**src/logic/ckx2_defs.vh**
```
`ifndef CKX2_DEFS_VH
`define CKX2_DEFS_VH
// Register byte offsets on the Wishbone bus.
`define CKX2_OFS_CLKCTL 8'h00
`define CKX2_OFS_PLLCTL 8'h04
`define CKX2_OFS_ISTAT 8'h08
`define CKX2_OFS_IMASK 8'h0C
`define CKX2_OFS_STATE 8'h10
`define CKX2_OFS_PERCE 8'h14
// Field positions.
`define CKX2_DS_BIT 0
`define CKX2_LOCK_BIT 0
`define CKX2_EN_BIT 1
`define CKX2_RES_BIT 3
`define CKX2_RDIV_LSB 6
`define CKX2_RDIV_MSB 7
`define CKX2_IRQ_LOCK_BIT 0
`define CKX2_IRQ_LOSS_BIT 1
`define CKX2_IRQ_SWITCH_BIT 2
// Reset values.
`define CKX2_CLKCTL_RST 1'h0
`define CKX2_PLL_ENABLE_BIT_RST 1'h0
`define CKX2_PLL_RESET_BIT_RST 1'h0
`define CKX2_RDIV_RST 2'h0
`define CKX2_IMASK_RST 3'h0
`define CKX2_PERCE_RST 5'h1F
// Timing counts.
`define CKX2_BOOT_CYC 2'h3
`define CKX2_MCYC_LAST 3'h5
`define CKX2_LOCK_CNT 5'h10
`define CKX2_NDIV 8'h10
`define CKX2_FW_INIT 16'h0800
`define CKX2_FW_STEP 16'h0100
`define CKX2_FW_MAX 16'h7FF0
`endif

```
**src/logic/ckx2_top.v**
```verilog
// Overview of operation
// - Oscillator feeds PLL, CPU, peripheral clocks.
// - Each clock gated by power mode.
// - Peripheral clock drives timers, card, SPI, ports.
// - Machine cycle is 12 or 6 periods.
// - CPU and peripheral rates change together.
// - Standard mode after reset unless fuse.
// - Standard divides oscillator by two.
// - Fuse sets reset speed on flash variants.
// - PLL clock feeds audio and USB.
// - Detector compares reference and feedback dividers.
// - PLL runs only while enabled.
// - Lock flag set once locked.
// - Speed select is clock control bit 0.
// - PLL control bit layout fixed.
`timescale 1ns/1ns
`default_nettype none
`include "ckx2_defs.vh"
module ckx2_top #(
   parameter HAS_FUSE = 1, // Flash variant with boot speed fuse.
   parameter [7:0] NDIV = `CKX2_NDIV // PLL reference divider.
) (
   input wire clk_i, // Oscillator clock, 50 MHz.
   input wire rst_i, // Synchronous reset, active high.
   input wire ce_i, // Clock enable, freezes all state.
   input wire wb_cyc_i, // Wishbone cycle.
   input wire wb_stb_i, // Wishbone strobe.
   input wire wb_we_i, // Wishbone write.
   input wire [7:0] wb_adr_i, // Wishbone byte address.
   input wire [3:0] wb_sel_i, // Wishbone byte enables.
   input wire [31:0] wb_dat_i, // Wishbone write data.
   output wire [31:0] wb_dat_o, // Wishbone read data.
   output wire wb_ack_o, // Wishbone acknowledge.
   input wire boot_speed_fuse_i, // Fuse pin, asynchronous.
   input wire idle_mode_i, // Idle power mode request.
   input wire power_down_i, // Power down request.
   output reg pll_osc_en_o, // Oscillator clock to PLL enabled.
   output wire cpu_clk_en_o, // CPU clock enable pulse.
   output wire per_clk_en_o, // Peripheral clock enable pulse.
   output wire machine_cycle_o, // Machine cycle end pulse.
   output reg [4:0] per_tick_o, // Timer0, timer1, card, SPI, port ticks.
   output wire pll_clk_o, // PLL clock for audio and USB.
   output wire pll_up_o, // Detector speed up pulse.
   output wire pll_down_o, // Detector slow down pulse.
   output wire double_speed_o, // Double speed mode in force.
   output wire irq_o // Interrupt, active high level.
);
   reg ds_ff; // Requested double speed select.
   reg pll_en_ff; // PLL enable bit.
   reg pll_res_ff; // PLL reset bit.
   reg [1:0] rdiv_ff; // PLL feedback divider bits.
   reg [2:0] istat_ff; // Sticky interrupt status.
   reg [2:0] imask_ff; // Interrupt mask.
   reg [4:0] perce_ff; // Per consumer peripheral tick enables.
   reg [31:0] rdat_ff; // Read data register.
   reg ack_ff; // Acknowledge register.
   reg fuse_s1_ff; // Fuse synchroniser first stage.
   reg fuse_s2_ff; // Fuse synchroniser second stage.
   reg [1:0] boot_ff; // Cycles since reset release.
   reg lock_d_ff; // Lock flag delayed for edge detect.
   wire req; // New bus request.
   wire wr; // Write to low byte lane.
   wire pll_lock; // Lock flag from the PLL.
   wire sw_pulse; // Speed mode switched.
   wire per_tick; // Peripheral clock enable.
   wire cpu_on; // CPU clock allowed.
   wire osc_run; // Oscillator clocks running.
   wire [2:0] ev; // Interrupt events this cycle.
   wire [2:0] w1c; // Status bits cleared by software.
   reg [31:0] nxt_rdat; // Read mux result.

   // A request is answered in the cycle after it is seen, so ack lags one cycle.
   assign req = wb_cyc_i & wb_stb_i & ~ack_ff;
   assign wr = req & wb_we_i & wb_sel_i[0];
   assign wb_ack_o = ack_ff;
   assign wb_dat_o = rdat_ff;
   assign osc_run = ~power_down_i;
   assign cpu_on = ~idle_mode_i & ~power_down_i;
   assign per_clk_en_o = per_tick;
   assign ev = {sw_pulse, lock_d_ff & ~pll_lock, ~lock_d_ff & pll_lock};
   assign w1c = (wr && wb_adr_i == `CKX2_OFS_ISTAT) ? wb_dat_i[2:0] : 3'h0;
   assign irq_o = |(istat_ff & imask_ff);

   // Fuse pin crosses into the clock domain through two flip-flops.
   always @(posedge clk_i) begin
      if (rst_i) begin
         fuse_s1_ff <= 1'b0;
         fuse_s2_ff <= 1'b0;
      end else if (ce_i) begin
         fuse_s1_ff <= boot_speed_fuse_i;
         fuse_s2_ff <= fuse_s1_ff;
      end
   end

   // Bus slave: acknowledge every access, unmapped addresses read zero and ignore writes.
   always @(posedge clk_i) begin
      if (rst_i) begin
         ack_ff <= 1'b0;
         rdat_ff <= 32'h00000000;
      end else if (ce_i) begin
         ack_ff <= req;
         if (req && !wb_we_i) begin
            rdat_ff <= nxt_rdat;
         end
      end
   end

   // Read mux; reserved bits read zero.
   always @* begin
      nxt_rdat = 32'h00000000;
      case (wb_adr_i)
         `CKX2_OFS_CLKCTL: nxt_rdat[`CKX2_DS_BIT] = ds_ff;
         `CKX2_OFS_PLLCTL: begin
            nxt_rdat[`CKX2_RDIV_MSB:`CKX2_RDIV_LSB] = rdiv_ff;
            nxt_rdat[`CKX2_RES_BIT] = pll_res_ff;
            nxt_rdat[`CKX2_EN_BIT] = pll_en_ff;
            nxt_rdat[`CKX2_LOCK_BIT] = pll_lock;
         end
         `CKX2_OFS_ISTAT: nxt_rdat[2:0] = istat_ff;
         `CKX2_OFS_IMASK: nxt_rdat[2:0] = imask_ff;
         `CKX2_OFS_STATE: nxt_rdat[1:0] = {cpu_on, double_speed_o};
         `CKX2_OFS_PERCE: nxt_rdat[4:0] = perce_ff;
         default: nxt_rdat = 32'h00000000;
      endcase
   end

   // Control registers; the boot fuse is taken once the synchroniser has settled.
   always @(posedge clk_i) begin
      if (rst_i) begin
         ds_ff <= `CKX2_CLKCTL_RST;
         boot_ff <= 2'h0;
         pll_en_ff <= `CKX2_PLL_ENABLE_BIT_RST;
         pll_res_ff <= `CKX2_PLL_RESET_BIT_RST;
         rdiv_ff <= `CKX2_RDIV_RST;
         imask_ff <= `CKX2_IMASK_RST;
         perce_ff <= `CKX2_PERCE_RST;
      end else if (ce_i) begin
         if (boot_ff != `CKX2_BOOT_CYC) begin
            boot_ff <= boot_ff + 2'h1;
         end
         if ((boot_ff == `CKX2_BOOT_CYC - 2'h1) && (HAS_FUSE != 0)) begin
            ds_ff <= fuse_s2_ff;
         end
         if (wr) begin
            case (wb_adr_i)
               `CKX2_OFS_CLKCTL: ds_ff <= wb_dat_i[`CKX2_DS_BIT];
               `CKX2_OFS_PLLCTL: begin
                  rdiv_ff <= wb_dat_i[`CKX2_RDIV_MSB:`CKX2_RDIV_LSB];
                  pll_res_ff <= wb_dat_i[`CKX2_RES_BIT];
                  pll_en_ff <= wb_dat_i[`CKX2_EN_BIT];
               end
               `CKX2_OFS_IMASK: imask_ff <= wb_dat_i[2:0];
               `CKX2_OFS_PERCE: perce_ff <= wb_dat_i[4:0];
               default: ;
            endcase
         end
      end
   end

   // Sticky status: a new event in the same cycle as its clear keeps the bit set.
   always @(posedge clk_i) begin
      if (rst_i) begin
         istat_ff <= 3'h0;
         lock_d_ff <= 1'b0;
      end else if (ce_i) begin
         lock_d_ff <= pll_lock;
         istat_ff <= (istat_ff & ~w1c) | ev;
      end
   end

   always @(posedge clk_i) begin
      if (rst_i) begin
         pll_osc_en_o <= 1'b0;
      end else if (ce_i) begin
         pll_osc_en_o <= osc_run;
      end
   end

   genvar gi;
   generate
      for (gi = 0; gi < 5; gi = gi + 1) begin : g_per
         always @(posedge clk_i) begin
            if (rst_i) begin
               per_tick_o[gi] <= 1'b0;
            end else if (ce_i) begin
               per_tick_o[gi] <= per_tick & perce_ff[gi];
            end
         end
      end
   endgenerate

   ckx2_clkdiv u_div (
      .clk_i(clk_i),
      .rst_i(rst_i),
      .ce_i(ce_i),
      .ds_req_i(ds_ff),
      .osc_run_i(osc_run),
      .cpu_on_i(cpu_on),
      .cpu_tick_o(cpu_clk_en_o),
      .per_tick_o(per_tick),
      .mcycle_o(machine_cycle_o),
      .switch_o(sw_pulse),
      .ds_act_o(double_speed_o)
   );

   ckx2_pll #(
      .NDIV(NDIV)
   ) u_pll (
      .clk_i(clk_i),
      .rst_i(rst_i),
      .ce_i(ce_i),
      .run_i(pll_en_ff & ~pll_res_ff & osc_run),
      .rdiv_i(rdiv_ff),
      .pll_clk_o(pll_clk_o),
      .up_o(pll_up_o),
      .down_o(pll_down_o),
      .lock_o(pll_lock)
   );
endmodule // ckx2_top
`default_nettype wire

```
**src/logic/ckx2_clkdiv.v**
```verilog
`timescale 1ns/1ns
`default_nettype none
// Machine clock divider: turns the oscillator into CPU and peripheral clock
// enables, and swaps the speed mode only at the end of a machine cycle.
`include "ckx2_defs.vh"
module ckx2_clkdiv (
   input wire clk_i, // Oscillator clock.
   input wire rst_i, // Synchronous reset, active high.
   input wire ce_i, // Clock enable, freezes state when low.
   input wire ds_req_i, // Requested double speed mode.
   input wire osc_run_i, // Oscillator clocks running (not power down).
   input wire cpu_on_i, // CPU clock allowed by power mode.
   output reg cpu_tick_o, // CPU clock enable pulse.
   output reg per_tick_o, // Peripheral clock enable pulse.
   output reg mcycle_o, // Machine cycle end pulse.
   output reg switch_o, // Pulse when the speed mode changed.
   output wire ds_act_o // Speed mode now in force.
);
   reg half_ff; // Phase of the divide by two.
   reg ds_act_ff; // Active double speed mode.
   reg [2:0] tcnt_ff; // Ticks within a machine cycle.
   wire tick; // One tick of the shared CPU and peripheral clock.
   wire mc_end; // Last tick of a machine cycle.

   assign ds_act_o = ds_act_ff;
   // Divide by two only in standard mode.
   assign tick = osc_run_i & (ds_act_ff | half_ff);
   assign mc_end = tick & (tcnt_ff == `CKX2_MCYC_LAST);

   // One shared tick drives both clocks, so a running CPU clock never differs in rate from the peripheral clock.
   always @(posedge clk_i) begin
      if (rst_i) begin
         half_ff <= 1'b0;
         ds_act_ff <= 1'b0;
         tcnt_ff <= 3'h0;
         cpu_tick_o <= 1'b0;
         per_tick_o <= 1'b0;
         mcycle_o <= 1'b0;
         switch_o <= 1'b0;
      end else if (ce_i) begin
         cpu_tick_o <= tick & cpu_on_i;
         per_tick_o <= tick;
         mcycle_o <= mc_end;
         switch_o <= 1'b0;
         if (tick) begin
            tcnt_ff <= mc_end ? 3'h0 : tcnt_ff + 3'h1;
         end
         if (osc_run_i) begin
            half_ff <= ds_act_ff ? 1'b0 : ~half_ff;
         end
         if (mc_end && (ds_act_ff != ds_req_i)) begin
            ds_act_ff <= ds_req_i;
            half_ff <= 1'b0;
            switch_o <= 1'b1;
         end
      end
   end
endmodule // ckx2_clkdiv
`default_nettype wire

```
**src/logic/ckx2_pll.v**
```verilog
`timescale 1ns/1ns
`default_nettype none
// Digital model of the PLL: an accumulator oscillator steered by a
// frequency comparator between the N divided reference and the R divided feedback.
`include "ckx2_defs.vh"
module ckx2_pll #(
   parameter [7:0] NDIV = `CKX2_NDIV // Reference divider.
) (
   input wire clk_i, // Oscillator clock.
   input wire rst_i, // Synchronous reset, active high.
   input wire ce_i, // Clock enable.
   input wire run_i, // Enable and not held in reset.
   input wire [1:0] rdiv_i, // Feedback divider minus one.
   output wire pll_clk_o, // PLL clock.
   output reg up_o, // Speed up pulse.
   output reg down_o, // Slow down pulse.
   output reg lock_o // Lock detected.
);
   reg [7:0] ncnt_ff; // Reference divider count.
   reg [15:0] acc_ff; // Oscillator phase.
   reg [15:0] fw_ff; // Oscillator frequency word.
   reg [1:0] rcnt_ff; // Feedback divider count.
   reg [1:0] fbn_ff; // Feedback edges in this reference period.
   reg [4:0] lcnt_ff; // Good periods in a row.
   wire [15:0] nxt_acc; // Next phase.
   wire ref_edge; // Reference edge.
   wire fb_edge; // Feedback edge.

   assign nxt_acc = acc_ff + fw_ff;
   assign pll_clk_o = acc_ff[15];
   assign ref_edge = (ncnt_ff == NDIV - 8'h01);
   assign fb_edge = ~acc_ff[15] & nxt_acc[15] & (rcnt_ff == rdiv_i);

   // Disabled or in reset the oscillator stops and the lock is lost.
   always @(posedge clk_i) begin
      if (rst_i || (ce_i && !run_i)) begin
         ncnt_ff <= 8'h00;
         acc_ff <= 16'h0000;
         fw_ff <= `CKX2_FW_INIT;
         rcnt_ff <= 2'h0;
         fbn_ff <= 2'h0;
         lcnt_ff <= 5'h00;
         up_o <= 1'b0;
         down_o <= 1'b0;
         lock_o <= 1'b0;
      end else if (ce_i) begin
         acc_ff <= nxt_acc;
         ncnt_ff <= ref_edge ? 8'h00 : ncnt_ff + 8'h01;
         if (~acc_ff[15] & nxt_acc[15]) begin
            rcnt_ff <= fb_edge ? 2'h0 : rcnt_ff + 2'h1;
         end
         up_o <= 1'b0;
         down_o <= 1'b0;
         if (ref_edge) begin
            fbn_ff <= {1'b0, fb_edge};
            case (fbn_ff)
               2'h0: begin
                  up_o <= 1'b1;
                  lcnt_ff <= 5'h00;
                  if (fw_ff < `CKX2_FW_MAX) begin
                     fw_ff <= fw_ff + `CKX2_FW_STEP;
                  end
               end
               2'h1: begin
                  if (lcnt_ff != `CKX2_LOCK_CNT) begin
                     lcnt_ff <= lcnt_ff + 5'h01;
                  end
               end
               default: begin
                  down_o <= 1'b1;
                  lcnt_ff <= 5'h00;
                  if (fw_ff > `CKX2_FW_STEP) begin
                     fw_ff <= fw_ff - `CKX2_FW_STEP;
                  end
               end
            endcase
         end else if (fb_edge && (fbn_ff != 2'h2)) begin
            fbn_ff <= fbn_ff + 2'h1;
         end
         lock_o <= (lcnt_ff == `CKX2_LOCK_CNT);
      end
   end
endmodule // ckx2_pll
`default_nettype wire

```
**config.mk**
```make
export PLATFORM = sky130hd
export DESIGN_NAME = ckx2_top
export DESIGN_NICKNAME = d
export VERILOG_FILES = /design/src/logic/ckx2_top.v /design/src/logic/ckx2_clkdiv.v /design/src/logic/ckx2_pll.v
export VERILOG_INCLUDE_DIRS = /design/src /design/src/logic
export SDC_FILE = /design/constraint.sdc
export NUM_CORES = 1
export LEC_CHECK = 0
export ABC_CLOCK_PERIOD_IN_PS = 3100
export BUFFER_PORTS_ARGS = -buffer_cell sky130_fd_sc_hd__buf_2
export CAP_MARGIN = 20
export CORE_MARGIN = 10
export CORE_UTILIZATION = 54
export DETAILED_ROUTE_END_ITERATION = 10
export PLACE_DENSITY = 0.82
export SETUP_SLACK_MARGIN = 0.15
export SYNTH_ARGS = -nofsm -noshare
export SYNTH_HDL_FRONTEND = slang
export SYNTH_SLANG_ARGS = --single-unit
```
**constraint.sdc**
```tcl
create_clock -name clk_i -period 3.1 [get_ports clk_i]
set_clock_uncertainty 0.15 [all_clocks]
set_input_delay 0.62 -clock clk_i [delete_from_list [all_inputs] [get_ports clk_i]]
set_output_delay 0.62 -clock clk_i [all_outputs]
set_load 0.005 [all_outputs]
```
==> flow_summary.ini, run 1 <==
[critical_path]
cp_max_fo = 10
end_kind = flip-flop
worst-path-buf-inv = 1
critPathTopFamily = adder cells
r2r_setup_slack_ns = 0.57
timing.rr.start = u_pll.fw_ff[8]
required_ns = 3.18
worstSetupStartpointType = flip-flop
crit_arrival_ns = 2.61
cpPeakStageDelay_ns = 0.57
crit_top_cell = o21ai_0
crit_type = reg2reg
crit_chain = ha_1 -> inv_1 -> fa_1 -> nor2b_1 -> o21ai_0 -> a21boi_0 -> o21ai_0 -> mux2i_1 -> o311ai_0
cp_slowest_cell = dfxtp_1
crit_start = u_pll.fw_ff[8]

[grt]
antenna_found_initial = 0
grt.total_usage_pct = 16.3
grt_pass1_vias = 3486
grt_pass1_wl_mm = 15.7
grt-ovfl-total = 0
grt_start_max_net_pins = 42

[yosys]
synthCells = 501
synth_simple_gate_area_share_pct = 24.0
synth_compound_area_share_pct = 11.9
synth-main-ff-cell = dfxtp_1
ys_types = 55
synth.top_cell.area_share_pct = 38.7
yosysMostFrequentCell = dfxtp_1
syn_area_um2 = 4140
synth_edf_count = 0
synth_common_cells = 80 x dfxtp_1, 65 x nor2_1, 59 x nand2_1, 38 x a21oi_1, 25 x buf_4
avgSynthCellArea_um2 = 8.25
synth_mux_area_share_pct = 5.60
async_flop_share_pct = 0
synth-xor-area-share_pct = 4.87
synth_top_family_by_area = simple AND/OR/NAND/NOR gates
ys_ff_latch = 80
yosys_warnings = 0
yosysSeqAreaShare_pct = 38.7
synth_top_cell_by_area = dfxtp_1
synth_fa_ha_area_share_pct = 6.54
ys_top_cells_by_area = dfxtp_1 39%, ha_1 6.1%, nor2_1 5.9%

[cells_and_area]
drive_gt1_share_pct = 14.0
n_antenna_cell = 0
fin_nets = 618
area_growth_syn_to_layout_pct = 11.1
final_util_pct = 62.7
final_design_area_no_fill_um2 = 4590

[sta]
fmax_mhz = 396
period_share_pct = 81.5
rsz0062_at_grt = false
tightest_slew_ns = 0.507
finalSetupViolations = 0
finalSetupTns_ns = 0
hold_viol_final = 0
final-max-slew-violation-count = 0
whs_ns = 0.297
relSlewSlack_pct = 66.0
fin_crit_ns = 2.53

[placed_design]
globalplace.congestion = 0.848
dp_hpwl_mm = 7.04
io_buffer_count = 46
place_area_um2 = 4370

[floorplan]
start_util_pct = 56.4
die_y_um = 108
ios = 100
core_um2 = 7330
dieWidth_um = 108
dieArea_um2 = 11600
row_count = 31

[status]
outcome = completed

[clocking]
clock_sinks = 80
hold_buffers = 0
post_cts_buffers = 0
clk_latency_ns = 0.36
clkTransAtPathRegs_ns = 0.08
cts-buffers-inserted = 9
cts_resized = 0
htreeDepth = 3
cts_tree = yes
clk_path_buf_depth = 2
root_buffer = clkbuf_8

[drt]
drtAntennaViolNets = 0
wl_mm = 9.45
vias = 3495
drc = 0
dr.pass1.iters = 4
first_iter_violations = 142
via_per_inst = 5.39
wire_per_inst_um = 14.6

[job]
drv_cap = 0

[power_and_ir_drop]
ir_worst_vdd_v = 0.000323
power_density_nw_per_um2 = 436
p_leak_uw = 0.00192

[min_path]
hp-class = reg2reg
min_from = wb_dat_o[7]
## flip-flops by register name, indices dropped and copies added, names as in the netlist, 2 cells and up
signal,cells
u_pll.ncnt_ff,8
u_pll.lcnt_ff,5
per_tick_o,5
u_pll.acc_ff,8
boot_ff,2
u_pll.fw_ff,8
u_pll.rcnt_ff,2
perce_ff,5
u_div.tcnt_ff,3
u_pll.fbn_ff,2
imask_ff,3
rdiv_ff,2
istat_ff,3
wb_dat_o,7
## final timing paths
path,cells past startpoint,end
worst max-delay path,9,u_pll.acc_ff[14]
worst min-delay path,2,wb_dat_o[7]
worst max register to register,9,u_pll.acc_ff[14]
worst min register to register,2,wb_dat_o[7]
## area by class of cell
class | instances | area [um2]
Tap cell | 99 | 124
Clock inverter | 6 | 83.8
Clock buffer | 10 | 128
Fill cell | 641 | 2740
Multi-Input combinational cell | 380 | 2290
Sequential cell | 80 | 1600
Inverter | 18 | 67.6
Timing Repair Buffer | 55 | 298
## per-stage QoR
step	setup WS [ns]	std cells	power, uW
floorplan	0.461	525	1170
detailed placement	0.226	632	1190
finish	0.574	648	2000
global placement	0.252	632	1190
global route	0.378	648	2080
CTS	0.464	648	2020
## report_power, final
| group | leakage, uW | switching, uW | internal (uW) |
|---|---|---|---|
| clock | 0.000110 | 377 | 451 |
| sequential | 0.000647 | 10.0 | 1040 |
| combinational | 0.00117 | 78.6 | 45.2 |
## tightest hold or removal path: stages, from the launching register on
cell and delay (ns):
dfxtp_1 0.31, nand2_1 0.05, a21oi_1 0.05
## metal layers
metal  vias up  wire (um)  track usage [%]
li1       1769          -                -
met1      1610       3970             18.0
met2       105       4670             28.2
met3        11        722             6.59
met4         0         99             4.58
met5         -          0                0
## logic make-up (layout without fill, tap and decap cells)
| logic type | after synthesis | in the layout |
|---|---|---|
| muxes | 23 | 23 |
| adders and majority gates | 21 | 21 |
| xor gates and xnor gates | 23 | 23 |
| other | 1 | 25 |
| buffers and inverters | 65 | 89 |
| DFF | 80 | 80 |
| and+or+nand+nor | 208 | 208 |
| AOI/OAI and AO/OA | 80 | 80 |
## placed cells by master (no fill, tap or decap), types with 7 or more instances in the layout
cell / netlist / layout
xnor2_1: 8 / 8
dfxtp_1: 80 / 80
buf_2: 2 / 46
nor2_1: 65 / 65
nor3_1: 20 / 20
ha_1: 20 / 20
conb_1: 1 / 25
a211oi_1: 7 / 7
mux2i_1: 22 / 22
nand3_1: 23 / 23
buf_4: 25 / 9
clkbuf_8: 0 / 9
o21ai_0: 10 / 10
a21oi_1: 38 / 38
xor2_1: 15 / 15
nand2_1: 59 / 59
inv_1: 18 / 18
Note: power is estimated with default switching activity, not from simulation.
==> run 2, diff against run 1 <==
--- a/config.mk
+++ b/config.mk
@@ -6,7 +6,7 @@
 export SDC_FILE = /design/constraint.sdc
 export NUM_CORES = 1
 export LEC_CHECK = 0
-export ABC_CLOCK_PERIOD_IN_PS = 3100
+export ABC_CLOCK_PERIOD_IN_PS = 2400
 export BUFFER_PORTS_ARGS = -buffer_cell sky130_fd_sc_hd__buf_2
 export CAP_MARGIN = 20
 export CORE_MARGIN = 10
==> constraint.sdc (replaced) <==
create_clock -name clk_i -period 2.4 [get_ports clk_i]
set_clock_uncertainty 0.15 [all_clocks]
set_input_delay 0.48 -clock clk_i [delete_from_list [all_inputs] [get_ports clk_i]]
set_output_delay 0.48 -clock clk_i [all_outputs]
set_load 0.005 [all_outputs]
==> flow_summary.ini, run 2 (synthesis gave the netlist of run 1 again) <==
[drt]
wl_mm = 9.86
first_iter_violations = 144
drc = 0
wire_per_inst_um = 14.8
vias = 3656
drtAntennaViolNets = 0
via_per_inst = 5.49
dr.pass1.iters = 4

[cells_and_area]
fin_nets = 636
top_regs = u_pll.acc_ff x8, u_pll.fw_ff x8, u_pll.ncnt_ff x8
fillers = 590
multiInputGateArea_um2 = 2370
final_design_area_no_fill_um2 = 4800
regArea_um2 = 1610
drive_gt1_share_pct = 19.9
final_cell_mix = 76 x dfxtp_1, 64 x nor2_1, 59 x nand2_1
n_antenna_cell = 0
area_growth_syn_to_layout_pct = 16.0
final_common_cell = dfxtp_1

[sta]
rsz0062_at_grt = true
fmax_mhz = 453
period_share_pct = 91.9
final-max-slew-violation-count = 0
hold_viol_final = 0
finalSetupViolations = 0
fin_crit_ns = 2.21
finalSetupTns_ns = 0

[critical_path]
crit_top_cell = or4_4
end_kind = flip-flop
required_ns = 2.50
cpPeakStageDelay_ns = 0.52
crit_chain = buf_2 -> or4_4 -> or4b_4 -> or4_4 -> a21oi_1 -> nor2_1
cp_slowest_cell = or4_4
crit_type = in2reg
crit_arrival_ns = 2.31
worst-path-buf-inv = 1
cp_max_fo = 6
worstSetupStartpointType = input port
critPathTopFamily = simple AND/OR/NAND/NOR gates

[clocking]
clk_latency_ns = 0.36
htreeDepth = 3
cts-buffers-inserted = 9
root_buffer = clkbuf_8
cts_tree = yes
clk_path_buf_depth = 2
clkTransAtPathRegs_ns = 0.08
clock_sinks = 80

[power_and_ir_drop]
power.total_uw = 2530
ir_worst_vdd_v = 0.000296
power_density_nw_per_um2 = 527
p_leak_uw = 0.00203

[placed_design]
place_area_um2 = 4490
io_buffer_count = 46
globalplace.congestion = 0.935
dp_hpwl_mm = 7.37

[job]
drv_cap = 0

[floorplan]
dieWidth_um = 108
dieArea_um2 = 11600
die_y_um = 108
row_count = 31
start_util_pct = 56.4
core_um2 = 7330
ios = 100

[grt]
grt_pass1_wl_mm = 16.3
grt.total_usage_pct = 17.0
grt-ovfl-total = 0
antenna_found_initial = 0
grt_pass1_vias = 3568
grt_start_max_net_pins = 38

[min_path]
hp-class = in2reg

[status]
outcome = completed
[run 2: power by group]
group / switching (uW) / internal [uW]
clock network: 497 / 508
logic: 106 / 61.5
registers: 12.1 / 1340
[run 2: metal layers]
| layer | track usage (%) | up-vias | part of all wire [%] |
|---|---|---|---|
| met1 | 19.6 | 1729 | 42 |
| met3 | 3.53 | 22 | 5.1 |
| li1 | - | 1804 | - |
| met2 | 28.7 | 101 | 50 |
| met5 | 0 | - | 0 |
| met4 | 9.54 | 0 | 3.2 |
[run 2: worst paths after layout]
kind                         from               to  slack, ns  cells past startpoint
setup / recovery      wb_adr_i[1]      imask_ff[2]       0.19                      6
hold / removal        wb_dat_i[4]      perce_ff[4]       0.20                      3
setup reg to reg  u_pll.fbn_ff[0]  u_pll.fw_ff[15]       0.24                      8
hold reg to reg    u_div.mcycle_o   u_div.mcycle_o       0.30                      2
[run 2: cell type report]
cell class | instances | share of cell area [%]
Multi-Input combinational cell | 380 | 49.4
Clock buffer | 11 | 2.95
Clock inverter | 5 | 1.17
Tap cell | 99 | 2.58
Sequential cell | 80 | 33.5
Inverter | 18 | 1.41
Timing Repair Buffer | 73 | 9.02
[run 2: worst register-to-register path, stage by stage, from the launching register on]
cell,delay [ns]
dfxtp_2,0.34
inv_1,0.07
ha_1,0.21
or4_4,0.46
or3_1,0.32
o32ai_1,0.22
nand2_1,0.09
xor2_1,0.14
nor2_1,0.05
[run 2: through the flow]
stage | std cells | hold WS (ns) | setup slack [ns] | util (%)
floorplan | 525 | 0.291 | -0.0990 | -
global placement | 648 | 0.291 | -0.204 | 61.3
detailed placement | 648 | 0.294 | -0.245 | 61.3
CTS | 664 | 0.193 | 0.115 | 64.3
global route | 666 | 0.221 | 0.0906 | 65.5
finish | 666 | 0.200 | 0.194 | 65.5
[run 2: timing repair]
item,4_1_cts,5_1_grt
resized for setup,5,20
pin swaps,0,4
setup endpoints to repair,14,19
setup buffers,0,2
hold buffers,0,0
